File: src/plpsf_pkg.sv
package plpsf_pkg;

	// ************************************************************
	// register offsets and reset values
	// ************************************************************
	localparam logic [7:0] REG_UNLOCK  = 8'h0a;
	localparam logic [7:0] REG_RSVD    = 8'h18;
	localparam logic [7:0] REG_MCFG4   = 8'h19;
	localparam logic [7:0] REG_MCFG5   = 8'h1a;
	localparam logic [7:0] REG_MASK1   = 8'h27;
	localparam logic [7:0] REG_MASK2   = 8'h28;
	localparam logic [7:0] REG_MASK3   = 8'h29;
	localparam logic [7:0] REG_STAT0   = 8'he0;
	localparam logic [7:0] REG_STAT1   = 8'he1;
	localparam logic [7:0] REG_STAT2   = 8'he2;
	localparam logic [7:0] REG_STAT3   = 8'he3;
	localparam logic [7:0] UNLOCK_KEY  = 8'haa;
	localparam logic [7:0] UNLOCK_RST  = 8'haa;
	localparam logic [7:0] RSVD_RST    = 8'h00;
	localparam logic [3:0] MCFG4_LO_RST = 4'h3;
	localparam logic [7:0] MCFG5_RST   = 8'h00;
	localparam logic [7:0] MASK_RST    = 8'hff;

	// ************************************************************
	// field positions
	// ************************************************************
	localparam int BLANK_SEL_BIT   = 3;
	localparam int SLEEP_BIT       = 7;
	localparam int PIN1_RAIL_BIT   = 5;
	localparam int SERIAL_RAIL_BIT = 4;
	localparam int CAP_HI_LSB      = 3;
	localparam int CAP_HI_MSB      = 7;

	// ************************************************************
	// timing
	// ************************************************************
	localparam int CLK_KHZ        = 125000;
	localparam int BLANK_LONG_MS  = 40;
	localparam int BLANK_SHORT_MS = 20;
	localparam int BLANK_LONG_CYC  = BLANK_LONG_MS * CLK_KHZ;
	localparam int BLANK_SHORT_CYC = BLANK_SHORT_MS * CLK_KHZ;

	// ************************************************************
	// types
	// ************************************************************
	typedef enum logic [2:0] {
		PST_UVPOR  = 3'b000,
		PST_SOFT   = 3'b001,
		PST_NORMAL = 3'b010,
		PST_HCHK   = 3'b011,
		PST_SUPP   = 3'b100,
		PST_SHUT1  = 3'b101,
		PST_SHUT2  = 3'b110,
		PST_NA     = 3'b111
	} plpsf_pst_e;

	typedef enum logic [2:0] {
		BUS_IDLE = 3'b000,
		BUS_ADDR = 3'b001,
		BUS_AACK = 3'b010,
		BUS_WR   = 3'b011,
		BUS_WACK = 3'b100,
		BUS_RD   = 3'b101,
		BUS_RACK = 3'b110
	} plpsf_bus_e;

	// raw comparator levels, already on this clock
	typedef struct packed {
		logic input_overvoltage_flag;
		logic temp_trip_flag;
		logic temp_powerdown_flag;
		logic temp_warning_flag;
		logic input_overvoltage_second;
		logic fuse_not_good_flag;
		logic fuse_input_loss_flag;
		logic fuse_current_alert;
		logic fuse_overcurrent_trip;
		logic aux_regulator_uv_flag;
		logic input_undervoltage_second;
		logic storage_undervoltage_flag;
		logic storage_overvoltage_flag;
		logic storage_powergood_flag;
		logic supplement_input_uv_flag;
		logic supplement_current_trip;
		logic supplement_current_alert;
		logic supplement_output_uv_flag;
		logic compensation_short_flag;
		logic bootstrap_fail_flag;
	} plpsf_cond_s;

endpackage

File: src/plpsf_top.sv
`timescale 1ns/1ps
module plpsf_top
	import plpsf_pkg::*;
#(
	parameter logic [6:0] DEV_ADDR   = 7'h25,
	parameter logic [3:0] REV_ID     = 4'h5,	// arbitrary revision value
	parameter int         BLANK_LONG  = BLANK_LONG_CYC,
	parameter int         BLANK_SHORT = BLANK_SHORT_CYC
) (
	input  wire logic        clk,
	input  wire logic        nrst,
	input  wire logic        ce,
	input  wire logic        scl,
	input  wire logic        sda,
	output logic             sda_drive,
	output logic             sda_oe,
	input  wire logic        ext_pg,
	input  wire plpsf_cond_s cond,
	input  wire logic [2:0]  fsm_state,
	input  wire logic [12:0] cap_value,
	input  wire logic        conv_done,
	input  wire logic        hchk_fail,
	output logic             interrupt_out_low_n,
	output logic             pg_blanked,
	output logic             sleep_req,
	output logic             pin1_rail_select,
	output logic             serial_pins_rail_select,
	output logic             force_por_req
);

	// ************************************************************
	// pin synchronisers
	// ************************************************************
	logic [2:0] scl_s, sda_s, pg_s;
	logic       scl_f, sda_f, pg_f, scl_q, sda_q;

	// three stages, a change counts when the last two agree
	always_ff @(posedge clk or negedge nrst) begin
		if (!nrst) begin
			scl_s <= 3'h7;
			sda_s <= 3'h7;
			pg_s  <= 3'h0;
			scl_f <= 1'b1;
			sda_f <= 1'b1;
			pg_f  <= 1'b0;
			scl_q <= 1'b1;
			sda_q <= 1'b1;
		end else if (ce) begin
			scl_s <= {scl_s[1:0], scl};
			sda_s <= {sda_s[1:0], sda};
			pg_s  <= {pg_s[1:0], ext_pg};
			if (scl_s[1] == scl_s[2]) scl_f <= scl_s[2];
			if (sda_s[1] == sda_s[2]) sda_f <= sda_s[2];
			if (pg_s[1] == pg_s[2]) pg_f <= pg_s[2];
			scl_q <= scl_f;
			sda_q <= sda_f;
		end
	end

	logic scl_rise, scl_fall, bus_start, bus_stop;
	assign scl_rise  = scl_f & ~scl_q;
	assign scl_fall  = ~scl_f & scl_q;
	assign bus_start = scl_f & scl_q & sda_q & ~sda_f;
	assign bus_stop  = scl_f & scl_q & ~sda_q & sda_f;

	// ************************************************************
	// serial bus slave
	// ************************************************************
	plpsf_bus_e  bus_r;
	logic [3:0]  cnt_r;
	logic [7:0]  sh_r, ptr_r, rdata;
	logic        rw_r, first_r, nack_r, wr_pulse, rd_done;
	logic [7:0]  wr_addr;

	assign sda_drive = 1'b0;	// open drain, only the enable moves

	// start, address, pointer, data, ack phases
	always_ff @(posedge clk or negedge nrst) begin
		if (!nrst) begin
			bus_r    <= BUS_IDLE;
			cnt_r    <= 4'h0;
			sh_r     <= 8'h00;
			ptr_r    <= 8'h00;
			rw_r     <= 1'b0;
			first_r  <= 1'b0;
			nack_r   <= 1'b0;
			sda_oe   <= 1'b0;
			wr_pulse <= 1'b0;
			wr_addr  <= 8'h00;
			rd_done  <= 1'b0;
		end else if (ce) begin
			wr_pulse <= 1'b0;
			rd_done  <= 1'b0;
			if (bus_start) begin
				bus_r  <= BUS_ADDR;
				cnt_r  <= 4'h0;
				sda_oe <= 1'b0;
			end else if (bus_stop) begin
				bus_r  <= BUS_IDLE;
				sda_oe <= 1'b0;
			end else if (scl_rise) begin
				if (bus_r == BUS_ADDR || bus_r == BUS_WR) begin
					sh_r  <= {sh_r[6:0], sda_f};
					cnt_r <= cnt_r + 4'h1;
				end
				if (bus_r == BUS_RACK) nack_r <= sda_f;
			end else if (scl_fall) begin
				unique case (bus_r)
					BUS_IDLE: ;
					BUS_ADDR: if (cnt_r == 4'h8) begin
						if (sh_r[7:1] == DEV_ADDR) begin
							bus_r  <= BUS_AACK;
							rw_r   <= sh_r[0];
							sda_oe <= 1'b1;
						end else begin
							bus_r <= BUS_IDLE;
						end
					end
					BUS_AACK: begin
						cnt_r <= 4'h0;
						if (rw_r) begin
							bus_r  <= BUS_RD;
							sh_r   <= rdata;
							sda_oe <= ~rdata[7];
						end else begin
							bus_r   <= BUS_WR;
							first_r <= 1'b1;
							sda_oe  <= 1'b0;
						end
					end
					BUS_WR: if (cnt_r == 4'h8) begin
						bus_r  <= BUS_WACK;
						sda_oe <= 1'b1;
						if (first_r) begin
							ptr_r <= sh_r;
						end else begin
							wr_pulse <= 1'b1;
							wr_addr  <= ptr_r;
							ptr_r    <= ptr_r + 8'h01;
						end
					end
					BUS_WACK: begin
						bus_r   <= BUS_WR;
						cnt_r   <= 4'h0;
						first_r <= 1'b0;
						sda_oe  <= 1'b0;
					end
					BUS_RD: if (cnt_r == 4'h7) begin
						bus_r   <= BUS_RACK;
						sda_oe  <= 1'b0;
						rd_done <= 1'b1;
						ptr_r   <= ptr_r + 8'h01;
					end else begin
						sh_r   <= {sh_r[6:0], 1'b0};
						sda_oe <= ~sh_r[6];
						cnt_r  <= cnt_r + 4'h1;
					end
					BUS_RACK: if (nack_r) begin
						bus_r <= BUS_IDLE;
					end else begin
						bus_r  <= BUS_RD;
						cnt_r  <= 4'h0;
						sh_r   <= rdata;
						sda_oe <= ~rdata[7];
					end
					default: bus_r <= BUS_IDLE;
				endcase
			end
		end
	end

	// ************************************************************
	// configuration registers
	// ************************************************************
	logic [7:0] unlock_r, rsvd_r, mcfg4_r, mcfg5_r, mask1_r, mask2_r, mask3_r;
	logic       wr_ok;
	logic [7:0] wdata;

	assign wdata = sh_r;
	// the key register itself stays writable so software can unlock
	assign wr_ok = wr_pulse & (unlock_r == UNLOCK_KEY || wr_addr == REG_UNLOCK);

	always_ff @(posedge clk or negedge nrst) begin
		if (!nrst) begin
			unlock_r <= UNLOCK_RST;
			rsvd_r   <= RSVD_RST;
			mcfg4_r  <= {REV_ID, MCFG4_LO_RST};
			mcfg5_r  <= MCFG5_RST;
			mask1_r  <= MASK_RST;
			mask2_r  <= MASK_RST;
			mask3_r  <= MASK_RST;
		end else if (ce && wr_ok) begin
			if (wr_addr == REG_UNLOCK) unlock_r <= wdata;
			if (wr_addr == REG_RSVD) rsvd_r <= wdata;
			if (wr_addr == REG_MCFG4) mcfg4_r <= wdata;
			if (wr_addr == REG_MCFG5) mcfg5_r <= wdata;
			if (wr_addr == REG_MASK1) mask1_r <= wdata;
			if (wr_addr == REG_MASK2) mask2_r <= wdata;
			if (wr_addr == REG_MASK3) mask3_r <= wdata;
		end
	end

	// configuration driven outputs
	always_ff @(posedge clk or negedge nrst) begin
		if (!nrst) begin
			sleep_req               <= 1'b0;
			pin1_rail_select        <= 1'b0;
			serial_pins_rail_select <= 1'b0;
		end else if (ce) begin
			sleep_req               <= mcfg5_r[SLEEP_BIT];
			pin1_rail_select        <= mcfg5_r[PIN1_RAIL_BIT];
			serial_pins_rail_select <= mcfg5_r[SERIAL_RAIL_BIT];
		end
	end

	// ************************************************************
	// power-good blanking
	// ************************************************************
	logic [22:0] blank_r;
	logic [22:0] blank_end;
	assign blank_end = mcfg4_r[BLANK_SEL_BIT] ? 23'(BLANK_SHORT - 1) : 23'(BLANK_LONG - 1);

	// good only after the pin has stayed high for the blanking time
	always_ff @(posedge clk or negedge nrst) begin
		if (!nrst) begin
			blank_r    <= 23'h0;
			pg_blanked <= 1'b0;
		end else if (ce) begin
			if (!pg_f) begin
				blank_r    <= 23'h0;
				pg_blanked <= 1'b0;
			end else if (blank_r == blank_end) begin
				pg_blanked <= 1'b1;
			end else begin
				blank_r <= blank_r + 23'h1;
			end
		end
	end

	// ************************************************************
	// status flags
	// ************************************************************
	logic [7:0] raw1, raw2, raw3, st1_r, st2_r, st3_r, clr1, clr2, clr3;
	logic [4:0] cap_hi_r;
	logic [2:0] state_q;
	logic       in_supp, pg_window;

	assign in_supp   = fsm_state == PST_SUPP;
	assign pg_window = fsm_state == PST_NORMAL || fsm_state == PST_HCHK;

	assign raw1 = {cond.input_overvoltage_flag, cond.temp_trip_flag,
		cond.temp_powerdown_flag, cond.temp_warning_flag,
		cond.input_undervoltage_second | cond.input_overvoltage_second
			| cond.input_overvoltage_flag,
		cond.input_overvoltage_second, cond.fuse_not_good_flag,
		cond.fuse_input_loss_flag};
	assign raw2 = {cond.fuse_current_alert, cond.fuse_overcurrent_trip,
		cond.aux_regulator_uv_flag, cond.input_undervoltage_second,
		cond.storage_undervoltage_flag, cond.storage_overvoltage_flag,
		cond.storage_powergood_flag & pg_window,
		cond.supplement_input_uv_flag & in_supp};
	assign raw3 = {cond.supplement_current_trip, cond.supplement_current_alert,
		cond.supplement_output_uv_flag, cond.compensation_short_flag,
		conv_done, hchk_fail, in_supp,
		cond.bootstrap_fail_flag};

	assign clr1 = {8{rd_done && ptr_r == REG_STAT1 + 8'h01}};
	assign clr2 = {8{rd_done && ptr_r == REG_STAT2 + 8'h01}};
	assign clr3 = {8{rd_done && ptr_r == REG_STAT3 + 8'h01}};

	// latch on condition, clear on read only when it is gone; set wins
	always_ff @(posedge clk or negedge nrst) begin
		if (!nrst) begin
			st1_r <= 8'h00;
			st2_r <= 8'h00;
			st3_r <= 8'h00;
		end else if (ce) begin
			st1_r <= raw1 | (st1_r & ~clr1);
			st2_r <= raw2 | (st2_r & ~clr2);
			st3_r <= raw3 | (st3_r & ~clr3);
		end
	end

	// capacitance snapshot on entry to health check
	always_ff @(posedge clk or negedge nrst) begin
		if (!nrst) begin
			state_q  <= 3'h0;
			cap_hi_r <= 5'h00;
		end else if (ce) begin
			state_q <= fsm_state;
			if (fsm_state == PST_HCHK && state_q != PST_HCHK) cap_hi_r <= cap_value[12:8];
		end
	end

	// interrupt and reset request
	always_ff @(posedge clk or negedge nrst) begin
		if (!nrst) begin
			interrupt_out_low_n <= 1'b1;
			force_por_req       <= 1'b0;
		end else if (ce) begin
			interrupt_out_low_n <= ~|{st1_r & ~mask1_r, st2_r & ~mask2_r,
				st3_r & ~mask3_r};
			force_por_req <= raw2[0] | raw3[7] | raw3[5];
		end
	end

	// ************************************************************
	// read mux
	// ************************************************************
	always_comb begin
		unique case (ptr_r)
			REG_UNLOCK: rdata = unlock_r;
			REG_RSVD:   rdata = rsvd_r;
			REG_MCFG4:  rdata = mcfg4_r;
			REG_MCFG5:  rdata = mcfg5_r;
			REG_MASK1:  rdata = mask1_r;
			REG_MASK2:  rdata = mask2_r;
			REG_MASK3:  rdata = mask3_r;
			REG_STAT0:  rdata = {cap_hi_r, fsm_state};
			REG_STAT1:  rdata = st1_r;
			REG_STAT2:  rdata = st2_r;
			REG_STAT3:  rdata = st3_r;
			default:    rdata = 8'h00;
		endcase
	end

	// ************************************************************
	// checks
	// ************************************************************
	sleep_tie_a: assert property (@(posedge clk) disable iff (!nrst)
		ce |=> sleep_req == $past(mcfg5_r[SLEEP_BIT])) else $error("sleep output wrong");
	flag_latch_a: assert property (@(posedge clk) disable iff (!nrst)
		ce && raw3[4] |=> st3_r[4]) else $error("fault not latched");
	read_clear_a: assert property (@(posedge clk) disable iff (!nrst)
		ce && clr1[0] && !raw1[7] |=> !st1_r[7]) else $error("flag not cleared by read");
	hold_unread_a: assert property (@(posedge clk) disable iff (!nrst)
		ce && st2_r[3] && !clr2[0] |=> st2_r[3]) else $error("flag dropped without read");
	irq_drive_a: assert property (@(posedge clk) disable iff (!nrst)
		ce && (st3_r[0] && !mask3_r[0]) |=> !interrupt_out_low_n) else $error("irq missing");
	summary_or_a: assert property (@(posedge clk) disable iff (!nrst)
		ce && cond.input_undervoltage_second |=> st1_r[3]) else $error("summary not set");
	pg_gate_a: assert property (@(posedge clk) disable iff (!nrst)
		ce && !pg_window && !st2_r[1] |=> !st2_r[1]) else $error("storage pg outside window");
	por_force_a: assert property (@(posedge clk) disable iff (!nrst)
		ce && in_supp && cond.supplement_input_uv_flag |=> force_por_req)
		else $error("no reset request");
	write_lock_a: assert property (@(posedge clk) disable iff (!nrst)
		ce && wr_pulse && wr_addr == REG_MCFG5 && unlock_r != UNLOCK_KEY |=> $stable(mcfg5_r))
		else $error("locked write took effect");
	blank_time_a: assert property (@(posedge clk) disable iff (!nrst)
		$rose(pg_blanked) |-> $past(blank_r) == $past(blank_end)) else $error("blank time wrong");
	cap_snap_a: assert property (@(posedge clk) disable iff (!nrst)
		ce && fsm_state == PST_HCHK && state_q != PST_HCHK |=> cap_hi_r == $past(cap_value[12:8]))
		else $error("capacitance not refreshed");

	read_done_c: cover property (@(posedge clk) disable iff (!nrst) rd_done);
	write_ok_c: cover property (@(posedge clk) disable iff (!nrst) wr_ok);
	irq_low_c: cover property (@(posedge clk) disable iff (!nrst) $fell(interrupt_out_low_n));
	pg_good_c: cover property (@(posedge clk) disable iff (!nrst) $rose(pg_blanked));

endmodule
File: config.mk
export PLATFORM = sky130hd
export DESIGN_NAME = plpsf_top
export DESIGN_NICKNAME = d
export VERILOG_FILES = /design/src/plpsf_pkg.sv /design/src/plpsf_top.sv
export SDC_FILE = /design/constraint.sdc
export NUM_CORES = 1
export LEC_CHECK = 0
export CAP_MARGIN = 10
export CORE_MARGIN = 2
export CORE_UTILIZATION = 38
export DETAILED_ROUTE_END_ITERATION = 8
export DONT_BUFFER_PORTS = 1
export MAX_ROUTING_LAYER = met4
export SYNTH_ARGS = -nofsm -noshare
export SYNTH_HDL_FRONTEND = slang
export SYNTH_SLANG_ARGS = --single-unit
File: constraint.sdc
create_clock -name clk -period 7.3 [get_ports clk]
set_clock_uncertainty 0.15 [all_clocks]
set_input_delay 1.46 -clock clk [delete_from_list [all_inputs] [get_ports clk]]
set_output_delay 1.46 -clock clk [all_outputs]
set_load 0.1 [all_outputs]
Word-level counts from Yosys, hierarchy flattened
Index checks and enable logic that the tools add are counted.

word-level totals
  flip-flop bits (word level) = 168
  bits in latches = 0
  memory bits (writable) = 0
  ROM bits = 0
  bits of input ports = 44
  output and inout port bits = 8
  word-level logic and storage cells = 241
  memories = 0

cells by class
  $add $sub $neg = 3
  $mul = 0
  divide/modulo/power cells = 0
  $lt $le $gt $ge = 0
  eq/ne operators = 57
  shift-type cells = 0
  mux-type cells = 62
  bitwise gates (word level) = 39
  reductions and logical operators = 42

operators with widths
  cell                                                 count
  one-hot mux 8 bit (11 select lines)                  1
  two-way mux 8 bit                                    9
  two-way mux 23 bit                                   3
  AND 8 bit                                            6
  equality test 8 x 5 -> 1 bit, second input constant  6
  equality test 8 x 6 -> 1 bit, second input constant  6
  equality test 8 bit, second input constant           6
  inverter 8 bit                                       6
  AND reduction 8 bit                                  4
  two-way mux 4 bit                                    7
  two-way mux 3 bit                                    9
  two-way mux 1 bit                                    26
  AND reduction 2 bit                                  13
  OR 8 bit                                             3
  one-hot mux 8 bit (3 select lines)                   1
  OR reduction 24 bit                                  1
  adder 23 x 1 -> 23 bit, second input constant        1
  equality test 23 bit                                 1
  one-hot mux 3 bit (7 select lines)                   1
  AND reduction 7 bit                                  3
  equality test 8 x 4 -> 1 bit, second input constant  2
  != test 4 bit, second input constant                 4
  one-hot mux 8 bit (2 select lines)                   1
  equality test 3 x 2 -> 1 bit, second input constant  4
  other kinds (33)                                     79

Logic depth before layout (Yosys ltp)
Gate-level depths: netlist (run 1).

  word-level depth = 9
  depth in mapped cells = 9
  mapped depth without buffers = 8

Worst setup path before layout (run 1)
No wires, ideal clock.

  kind = input to register
  from = input ce
  to = register wr_addr[4]
  library setup time = 0.128 ns
  data arrival time = 2.949 ns
  required time = 7.022 ns
  slack = 4.074 ns
  stages on the path = 5
  path buffers = 2
  cells stage by stage = clkbuf_1 > nand3_1 > or4b_1 > clkbuf_1 > mux2_1

on the way
  longest elaborated chain between the ends = 1

ends and longest elaborated chain
  what                                  line              RTL
  from (decl)                           plpsf_top.sv:12   input wire logic ce,
  AND reduction 8 bit (no source line)  n/a
  to (signal assigned)                  plpsf_top.sv:138  wr_addr <= ptr_r;
  to (decl)                             plpsf_top.sv:73   logic [7:0] wr_addr;

Every way passes these cells.
A chain may end at the register's enable or synchronous reset.

Final worst setup path (run 1)
  from = register ptr_r[2]
  to = register sh_r[5]

on the way
  longest elaborated chain between the ends = 6

ends and longest elaborated chain
  what                                         line                                RTL
  from (decl)                                  plpsf_top.sv:71                     logic [7:0] sh_r, ptr_r, rdata;
  from (signal assigned)                       plpsf_top.sv:135                    ptr_r <= sh_r;
  from (signal assigned)                       plpsf_top.sv:139                    ptr_r <= ptr_r + 8'h01;
  from (signal assigned)                       plpsf_top.sv:152                    ptr_r <= ptr_r + 8'h01;
  equality test 8 bit (tied with other cells)  plpsf_top.sv:311                    unique case (ptr_r)
  one-hot mux 8 bit (11 select lines) (*)      plpsf_top.sv:311
  two-way mux 8 bit, on equally long branches  plpsf_top.sv:158, plpsf_top.sv:121
  one-hot mux 8 bit (3 select lines) (*)       plpsf_top.sv:108                    unique case (bus_r)
  two-way mux 8 bit (*)                        plpsf_top.sv:107                    end else if (scl_fall) begin
  two-way mux 8 bit (*)                        plpsf_top.sv:101                    end else if (scl_rise) begin
  to (signal assigned)                         plpsf_top.sv:103                    sh_r <= {sh_r[6:0], sda_f};
  to (signal assigned)                         plpsf_top.sv:154                    sh_r <= {sh_r[6:0], 1'b0};
  to (signal assigned)                         plpsf_top.sv:163                    sh_r <= rdata;
  to (decl)                                    plpsf_top.sv:71

Every way passes the cells marked *; elsewhere a longest branch is shown, timed or not. The select of a mux whose other input is x is not followed.

==> flow_metrics.env, run 1 <==
export IMPL_critPathKind="reg2reg"
export IMPL_peakVddDrop_v=0.000108
export IMPL_rsz0062_at_grt="no"
export IMPL_syn_area_sq_mm=0.00857
export IMPL_finalSetupViolCount=0
export IMPL_nets=847
export IMPL_worst_pin_slew_ps=1180
export IMPL_grt_overflow=0
export IMPL_yosys_most_used_dff="dfrtp_1"
export IMPL_gp_congestion=0.854
export IMPL_fmax_mhz=307
export IMPL_syn_area_per_cell_sq_um=10.5
export IMPL_async_reset_ff_share_pct=100
export IMPL_slew_headroom_pct=21.0
export IMPL_synth_common_cells="dfrtp_1, mux2_2, nand2_1"
export IMPL_synth_xor_area_share_pct=1.43
export IMPL_coreArea_sq_mm=0.0220
export IMPL_slowest_delay_ps=770
export IMPL_dpl_hpwl_um=14400
export IMPL_totalWireLength_um=22100
export IMPL_cts_inserted_buffers=17
export IMPL_area_growth_synth_to_final_pct=9.57
export IMPL_hold_viol=0
export IMPL_clock_latency_ps=440
export IMPL_drt_initial_drc_count=570
export IMPL_yosysTopAreaCell="dfrtp_1"
export IMPL_worstPathArrival_ps=3490
export IMPL_yosysMostFrequentCell="dfrtp_1"
export IMPL_grt_antenna_before_repair=0
export IMPL_dr_wl_met3_um=1200
export IMPL_cp_num_buf_inv=0
export IMPL_floorplan_die_width_um=154
export IMPL_outcome="finished clean"
export IMPL_finalCritPeriodShare_pct=44.6
export IMPL_hold_depth=1
export IMPL_postCtsSetupBuffers=0
export IMPL_r2r_slack_ps=4050
export IMPL_via_count=6356
export IMPL_synth_edf_count=0
export IMPL_top_layer="met4"
export IMPL_power_density_mw_per_mm2=251
export IMPL_drive_gt1_share_pct=19.1
export IMPL_grt_use_total_pct=20.0
export IMPL_p_int_mw=1.61
export IMPL_endpoint_kind="flop"
export IMPL_crit_chain="or4b_1, nor3b_4, o31ai_1, a311o_1, a31oi_1, a211o_1"
export IMPL_max_cap_viol_count=0
export IMPL_timing_setup_tns_ps=0
export IMPL_die_height_um=154
export IMPL_crit_family="simple AND/OR/NAND/NOR gates"
export IMPL_antenna_cells=0
export IMPL_min_path_type="reg2reg"
export IMPL_ios=52
export IMPL_die_area_sq_mm=0.0238
export IMPL_min_from="mcfg5_r[0]"
export IMPL_synthMuxAreaShare_pct=11.1
export IMPL_cts_tree="done"
export IMPL_leakage_nw=3.99
export IMPL_syn_nets=870
export IMPL_r2r_cells=6
export IMPL_grt_max_degree=169
export IMPL_placed_cells_incl_taps=1053
export IMPL_post_cts_resized=0
export IMPL_antenna_left=0
export IMPL_synth_area_leaders="dfrtp_1, dfstp_2, mux2_2"
export IMPL_power_switching_mw=0.745
export IMPL_crit_slowest_cell="nor3b_4"
export IMPL_m1WireLength_um=10300
export IMPL_p_comb_share_pct=10.8
export IMPL_ctsHtreeMaxLevel=4
export IMPL_cts_buffer_depth=2
export IMPL_cp_start_kind="flop"
export IMPL_maxSlewViolCount=0
export IMPL_synth_seq_cells=168
export IMPL_cts_root_buffer_cell="clkbuf_16"
export IMPL_syn_instance_count=816
export IMPL_synth_seq_area_share_pct=49.7
export IMPL_clkTransAtPathRegs_ps=80
export IMPL_synth_warnings=0
export IMPL_wl_per_cell_um=20.4
export IMPL_numPortBuffers=0
export IMPL_wl_met2_um=10100
export IMPL_route_detailed_drc=0
export IMPL_netSwitchingFraction_pct=31.6
export IMPL_clkPwrFrac_pct=39.9
export IMPL_core_rowCount=54
export IMPL_initial_core_util_pct=39.0
export IMPL_r2r_start="ptr_r[2]"
export IMPL_drtPass1Iterations=6
export IMPL_fin_cells=1086
export IMPL_synth_top_area_share_pct=36.5
export IMPL_crit_path_max_fanout=18
export IMPL_vias_per_cell=5.85
export IMPL_r2r_end="sh_r[5]"
export IMPL_hold_buffers=0
export IMPL_grt_pass1_vias=6233
export IMPL_cp_required_ps=7530
export IMPL_synthAdderAreaFrac_pct=1.46
export IMPL_hold_end="mcfg5_r[0]"
export IMPL_synth_compound_area_share_pct=16.7
export IMPL_synthSimpleGateAreaFrac_pct=15.1
export IMPL_clock_sinks=168
export IMPL_p_seq_share_pct=49.3
export IMPL_synth_top_family_by_area="compound AO/OA/AOI/OAI gates"
export IMPL_yosysUniqueCellTypes=73
export IMPL_period_minus_slack_ps=3250
export IMPL_grt_pass1_wl_um=35600
[kinds of logic after synthesis]
family                     Yosys count
buffers and inverters               95
other                                1
adders and majority gates           10
AOI/OAI and AO/OA                  207
xor gates and xnor gates            14
muxes                               85
and+or+nand+nor                    236
DFF                                168
[state kept, by name, summed over array words and instances (netlist names), 4 cells and up]
name and flops:
st3_r 8, mask2_r 8, cap_hi_r 5, mcfg4_r 8, sh_r 8, ptr_r 8
cnt_r 4, wr_addr 8, st2_r 8, blank_r 23, unlock_r 8, mask1_r 8
mask3_r 8, mcfg5_r 8, st1_r 8, rsvd_r 8
[routing by layer]
metal	vias to the layer above	track usage, %
met4	0	6.45
met2	178	30.1
met1	3152	26.3
met5	-	-
li1	2991	-
met3	35	5.32
[worst max-delay path by stage]
stage,from,endpoint,cells past startpoint,slack (ps)
after floorplan,ce,wr_addr[4],5,4070
after global placement,ce,mcfg4_r[5],4,3900
after detailed placement,ce,mcfg4_r[7],4,3930
after CTS,ptr_r[2],sh_r[5],6,4030
after global routing,ptr_r[2],sh_r[6],6,3920
final,ptr_r[2],sh_r[5],6,4050
[power groups by stage]
stage / Sequential (mW) / Clock, mW / Combinational, mW
after floorplan: 1.08 / 0 / 0.264
after global placement: 1.17 / 0 / 0.248
after detailed placement: 1.18 / 0 / 0.251
after CTS: 1.16 / 0.963 / 0.252
after global routing: 1.18 / 1.01 / 0.284
final: 1.16 / 0.940 / 0.254
[layout by cell type (no fill, tap or decap), drive strengths merged, types with 8 or more instances in the layout]
master	count
nand4	10
a221oi	11
nand2	57
a22oi	14
nor2	45
inv	54
and3	10
a21oi	35
nand3	38
mux2	83
ha	10
dfstp	43
or3	11
o21ai	52
clkbuf	17
a22o	36
xor2	12
dfrtp	125
o22ai	11
nand2b	8
[layout make-up]
type	count	area (sq um)
clock buffers	17	425
clock inverters	15	196
fillers	2089	12600
inverters	46	173
multi-input cells	553	3940
flip-flops and latches	168	4260
well taps	280	350
repair buffers	7	52.6
[stage by stage]
step / hold slack (ps) / setup WS [ps] / power (mW) / instance area, sq um / utilization, %
2_1_floorplan: 302 / 4070 / 1.34 / 8570 / -
3_3_place_gp: 313 / 3900 / 1.42 / 8760 / 39.9
3_5_place_dp: 326 / 3930 / 1.43 / 8760 / 39.9
4_1_cts: 341 / 4030 / 2.37 / 9390 / 42.7
5_1_grt: 363 / 3920 / 2.47 / 9390 / 42.8
6_report: 339 / 4050 / 2.36 / 9390 / 42.8
(Power assumes the default switching activity.)
==> inputs of run 2 (changes only) <==
clock period = 2.85 ns   (was 7.3 ns; I/O delays follow)
==> run 2 against run 1 <==
Against the previous run:
- the run now ends with hold timing left
- setup slack got worse by 3900 ps
- combinational power rose to 3.3 times the previous value
- utilization up 1.2 points
- hold slack worse by 670 ps
- flip-flop and latch count is the same
- first-iteration DRC count decreased by 9.3%
- design area rose by 2.9%
- die area is the same
- final cell count rose by 3.6%
==> flow_metrics.env, run 2 (same netlist as run 1, synthesis figures left out) <==
export IMPL_floorplan_die_width_um=154
export IMPL_cp_start_kind="flop"
export IMPL_grt_pass1_vias=6340
export IMPL_totalWireLength_um=22500
export IMPL_cts_root_buffer_cell="clkbuf_16"
export IMPL_grt_max_degree=169
export IMPL_leakage_nw=4.17
export IMPL_finalSetupViolCount=0
export IMPL_ctsHtreeMaxLevel=4
export IMPL_gp_congestion=0.883
export IMPL_final_cell_mix="dfrtp_1, mux2_2, nand2_1"
export IMPL_core_rowCount=54
export IMPL_crit_slowest_cell="or4b_1"
export IMPL_dpl_hpwl_um=15400
export IMPL_cts_buffer_depth=2
export IMPL_period_minus_slack_ps=2670
export IMPL_holdWs_ps=-330
export IMPL_cts_tree="done"
export IMPL_timing_setup_tns_ps=0
export IMPL_crit_path_max_fanout=7
export IMPL_area_growth_synth_to_final_pct=12.7
export IMPL_maxSlewViolCount=0
export IMPL_outcome="finished, violations left"
export IMPL_clock_latency_ps=430
export IMPL_vias_per_cell=5.77
export IMPL_crit_chain="or4b_1, nor3b_2, o31ai_1, a311o_1, a31oi_1, a211o_1"
export IMPL_drt_initial_drc_count=517
export IMPL_worstPathArrival_ps=2900
export IMPL_hold_viol=168
export IMPL_fillers=2061
export IMPL_fin_util_pct=44.0
export IMPL_largest_register_ffs=23
export IMPL_layout_commonest_cell="dfrtp_1"
export IMPL_antenna_left=0
export IMPL_slew_headroom_pct=38.6
export IMPL_numPortBuffers=0
export IMPL_grt_pass1_wl_um=36000
export IMPL_crit_path_start="ptr_r[6]"
export IMPL_endpoint_kind="flop"
export IMPL_cp_required_ps=3070
export IMPL_peakVddDrop_v=0.000353
export IMPL_ios=52
export IMPL_seqCellArea_sq_mm=0.00426
export IMPL_route_detailed_drc=0
export IMPL_rsz0062_at_grt="no"
export IMPL_violations="hold timing"
export IMPL_cts_inserted_buffers=17
export IMPL_max_cap_viol_count=0
export IMPL_critPathKind="reg2reg"
export IMPL_regMostFlops="blank_r"
export IMPL_coreArea_sq_mm=0.0220
export IMPL_slowest_delay_ps=710
export IMPL_die_area_sq_mm=0.0238
export IMPL_clock_sinks=168
export IMPL_postCtsSetupBuffers=0
export IMPL_r2r_start="ptr_r[6]"
export IMPL_worst_pin_slew_ps=921
export IMPL_placed_area_sq_mm=0.00907
export IMPL_grt_use_total_pct=20.1
export IMPL_fmax_mhz=374
export IMPL_wl_per_cell_um=20.0
export IMPL_final_area_sq_mm=0.00966
export IMPL_drtPass1Iterations=5
export IMPL_grt_antenna_before_repair=1
export IMPL_initial_core_util_pct=39.0
export IMPL_finalCritPeriodShare_pct=93.7
export IMPL_nets=885
export IMPL_grt_overflow=0
export IMPL_clkTransAtPathRegs_ps=70
export IMPL_multiInputGateArea_sq_mm=0.00394
export IMPL_drive_gt1_share_pct=22.7
export IMPL_die_height_um=154
export IMPL_via_count=6486
export IMPL_power_density_mw_per_mm2=622
export IMPL_min_path_type="in2async"
[run 2: cell type report]
class,instances,share of cell area [%]
flip-flops and latches,168,44.1
multi-input cells,553,40.8
clock buffers,17,4.40
repair buffers,45,3.63
well taps,280,3.63
inverters,46,1.79
clock inverters,15,1.72
diodes,1,0.0259
[run 2: metal layers]
layer / GRT usage, % / wire length [um]
met1: 26.6 / 10400
met2: 31.0 / 10500
met3: 3.56 / 966
met4: 7.52 / 556
met5: - / 0
[run 2: final timing paths]
| path | to | slack [ps] | depth (start not counted) |
|---|---|---|---|
| max | sh_r[4] | 180 | 6 |
| min | st3_r[4] | -330 | 0 |
| max reg2reg | sh_r[4] | 180 | 6 |
| min reg2reg | mcfg5_r[0] | 340 | 1 |
| max in group asynchronous | unlock_r[3] | 2560 | 0 |
| min in group clk | force_por_req | 70 | 1 |
[run 2: stage by stage]
step | cells | power [mW] | setup WS (ps)
5_1_grt | 1125 | 6.28 | 12.6
2_1_floorplan | 816 | 3.45 | 393
3_3_place_gp | 1092 | 3.72 | 261
3_5_place_dp | 1092 | 3.73 | 205
4_1_cts | 1124 | 6.05 | 186
6_report | 1125 | 6.01 | 178
[run 2: critical path, delay by kind of cell, from the launching register on]
family	cells	cell delay, ps
AND/OR/NAND/NOR	2	1080
AO/OA/AOI/OAI	4	1000
flip-flops	1	380
[run 2: where the power goes]
| part | switching, mW | leakage [nW] | internal [mW] |
|---|---|---|---|
| Sequential | 0.292 | 2.02 | 2.58 |
| Combinational | 0.499 | 1.87 | 0.335 |
| Clock | 1.07 | 0.283 | 1.24 |
[run 2: repair_timing]
item / in CTS / in global routing
endpoints found under the hold margin: 168 / 168
gates resized for setup: 0 / 0
setup endpoints to repair: 0 / 0
==> inputs of run 3 (changes only) <==
ABC_AREA = 1   (was not set)
==> run 3 against run 2 <==
Against the previous run:
- the run still ends with hold timing left
- largest power group unchanged
- hold slack improved by 14 ps
- sequential power down 3%
- count of clock-buffer cells in the layout increased by 2
- design area increased by 4.6%
- critical path depth grew 5
- via count is 24% higher
==> flow_metrics.env, run 3 <==
export IMPL_power_switching_mw=2.16
export IMPL_synth_top_area_share_pct=33.9
export IMPL_route_detailed_drc=0
export IMPL_period_minus_slack_ps=2290
export IMPL_final_area_sq_mm=0.0101
export IMPL_clock_sinks=168
export IMPL_coreArea_sq_mm=0.0241
export IMPL_p_comb_share_pct=19.6
export IMPL_endpoint_kind="flop"
export IMPL_syn_area_per_cell_sq_um=7.63
export IMPL_gp_congestion=0.912
export IMPL_r2r_end="sh_r[7]"
export IMPL_cp_required_ps=3000
export IMPL_synth_seq_area_share_pct=46.1
export IMPL_placed_cells_incl_taps=1507
export IMPL_power_density_mw_per_mm2=639
export IMPL_largest_register_ffs=23
export IMPL_maxSlewViolCount=0
export IMPL_multiInputGateArea_sq_mm=0.00433
export IMPL_grt_overflow=0
export IMPL_synth_common_cells="nand2_1, nand3_1, dfrtp_1"
export IMPL_antenna_left=0
export IMPL_yosys_most_used_dff="dfrtp_1"
export IMPL_numPortBuffers=0
export IMPL_ctsHtreeMaxLevel=4
export IMPL_synth_seq_cells=168
export IMPL_holdWs_ps=-316
export IMPL_totalWireLength_um=25700
export IMPL_drt_initial_drc_count=752
export IMPL_finalCritPeriodShare_pct=80.3
export IMPL_ios=52
export IMPL_die_height_um=160
export IMPL_p_seq_share_pct=42.9
export IMPL_r2r_slack_ps=560
export IMPL_fillers=2464
export IMPL_worstPathArrival_ps=2440
export IMPL_r2r_start="ptr_r[0]"
export IMPL_floorplan_die_width_um=160
export IMPL_synth_edf_count=0
export IMPL_violations="hold timing"
export IMPL_syn_instance_count=1209
export IMPL_r2r_cells=11
export IMPL_via_count=8035
export IMPL_cts_root_buffer_cell="clkbuf_16"
export IMPL_clkPwrFrac_pct=37.5
export IMPL_synth_warnings=0
export IMPL_initial_core_util_pct=38.3
export IMPL_seqCellArea_sq_mm=0.00426
export IMPL_grt_antenna_before_repair=0
export IMPL_outcome="finished, violations left"
export IMPL_final_cell_mix="nand2_1, nand3_1, dfrtp_1"
export IMPL_postCtsSetupBuffers=0
export IMPL_antenna_cells=0
export IMPL_leakage_nw=4.53
export IMPL_grt_pass1_wl_um=41300
export IMPL_fmax_mhz=437
export IMPL_wl_per_cell_um=16.7
export IMPL_syn_nets=1263
export IMPL_rsz0062_at_grt="no"
export IMPL_clock_latency_ps=440
export IMPL_p_total_mw=6.46
export IMPL_yosysMostFrequentCell="nand2_1"
export IMPL_async_reset_ff_share_pct=100
export IMPL_post_cts_resized=0
export IMPL_drtPass1Iterations=5
export IMPL_layout_commonest_cell="nand2_1"
export IMPL_worst_pin_slew_ps=929
export IMPL_cts_tree="done"
export IMPL_clkTransAtPathRegs_ps=70
export IMPL_grt_use_total_pct=21.0
export IMPL_fin_cells=1539
export IMPL_area_growth_synth_to_final_pct=9.55
export IMPL_grt_max_degree=169
export IMPL_cts_inserted_buffers=17
export IMPL_hold_viol=139
export IMPL_critPathKind="reg2reg"
export IMPL_core_rowCount=57
export IMPL_grt_pass1_vias=7617
export IMPL_timing_setup_tns_ps=0
export IMPL_p_int_mw=4.30
export IMPL_cp_start_kind="flop"
export IMPL_max_cap_viol_count=0
export IMPL_dpl_hpwl_um=18100
export IMPL_cts_buffer_depth=2
export IMPL_crit_path_max_fanout=8
export IMPL_netSwitchingFraction_pct=33.4
export IMPL_peakVddDrop_v=0.000381
export IMPL_slew_headroom_pct=38.1
export IMPL_yosysTopAreaCell="dfrtp_1"
export IMPL_vias_per_cell=5.22
export IMPL_regMostFlops="blank_r"
export IMPL_syn_area_sq_mm=0.00923
export IMPL_placed_area_sq_mm=0.00951
export IMPL_yosysUniqueCellTypes=45
export IMPL_nets=1256
export IMPL_finalSetupViolCount=0
export IMPL_min_path_type="in2async"
export IMPL_drive_gt1_share_pct=12.3
export IMPL_synth_area_leaders="dfrtp_1, nand2_1, dfstp_2"
export IMPL_die_area_sq_mm=0.0255
[run 3: cell count changes after synthesis, sizes merged, moves of 14 or more]
cell    before  now
nand2       57  337
nand3       38  156
nor2        45  137
o21ai       52  137
mux2        83    5
inv         45  101
a22o        36    0
clkbuf      43    9
buf          6   31
a21oi       35   18
nor3         5   21
a22oi       14    0
[run 3: logic make-up after synthesis]
family / synth area share [%]
flops: 46.1
buf+inv: 6.88
compound gates: 10.8
other cells: 0.0406
mux: 0.610
xor+xnor: 1.80
fa+ha+maj: 1.36
simple gates: 32.3
[run 3: layer usage]
metal | up-vias | track usage [%] | part of all wire, %
met3 | 39 | 3.90 | 5.0
met5 | - | - | 0
met1 | 3808 | 27.3 | 45
met2 | 219 | 33.2 | 47
li1 | 3969 | - | -
met4 | 0 | 7.41 | 2.8
[run 3: final cells by class]
| class | count | area share [%] |
|---|---|---|
| multi-input cells | 897 | 42.9 |
| well taps | 324 | 4.01 |
| clock inverters | 13 | 1.65 |
| clock buffers | 19 | 4.28 |
| repair buffers | 14 | 1.16 |
| flip-flops and latches | 168 | 42.1 |
| inverters | 104 | 3.89 |
[run 3: worst max-delay path by stage]
stage / slack, ps / start / cells past startpoint / to
2_1_floorplan: 1010 / scl_f / 9 / bus_r[0]
3_3_place_gp: 580 / blank_r[0] / 9 / blank_r[14]
3_5_place_dp: 560 / blank_r[0] / 9 / blank_r[14]
4_1_cts: 520 / ptr_r[0] / 11 / sh_r[7]
5_1_grt: 250 / blank_r[0] / 10 / blank_r[11]
6_report: 560 / ptr_r[0] / 11 / sh_r[7]
[run 3: critical path: stages, from the launching register on]
cell	delay (ps)
dfrtp_1	390
inv_1	110
ha_1	230
nand3_1	300
nor2_1	90
buf_4	170
nand2_1	60
nand3_1	100
nor2_1	250
nand3_1	120
nand3_1	100
o21ai_1	60
[run 3: power groups by stage]
stage          registers, mW  logic, mW  clock network [mW]
3_3_place_gp            2.81       1.25                   0
6_report                2.77       1.27                2.42
4_1_cts                 2.77       1.26                2.47
5_1_grt                 2.79       1.41                2.54
3_5_place_dp            2.81       1.25                   0
2_1_floorplan           2.79      0.895                   0
[run 3: per-stage QoR]
| step | worst slack, ps | hold WS (ps) | util [%] |
|---|---|---|---|
| 3_5_place_dp | 557 | 137 | 39.4 |
| 2_1_floorplan | 1010 | 124 | - |
| 3_3_place_gp | 582 | 138 | 39.4 |
| 5_1_grt | 247 | -330 | 41.9 |
| 6_report | 562 | -316 | 41.9 |
| 4_1_cts | 517 | -328 | 41.9 |
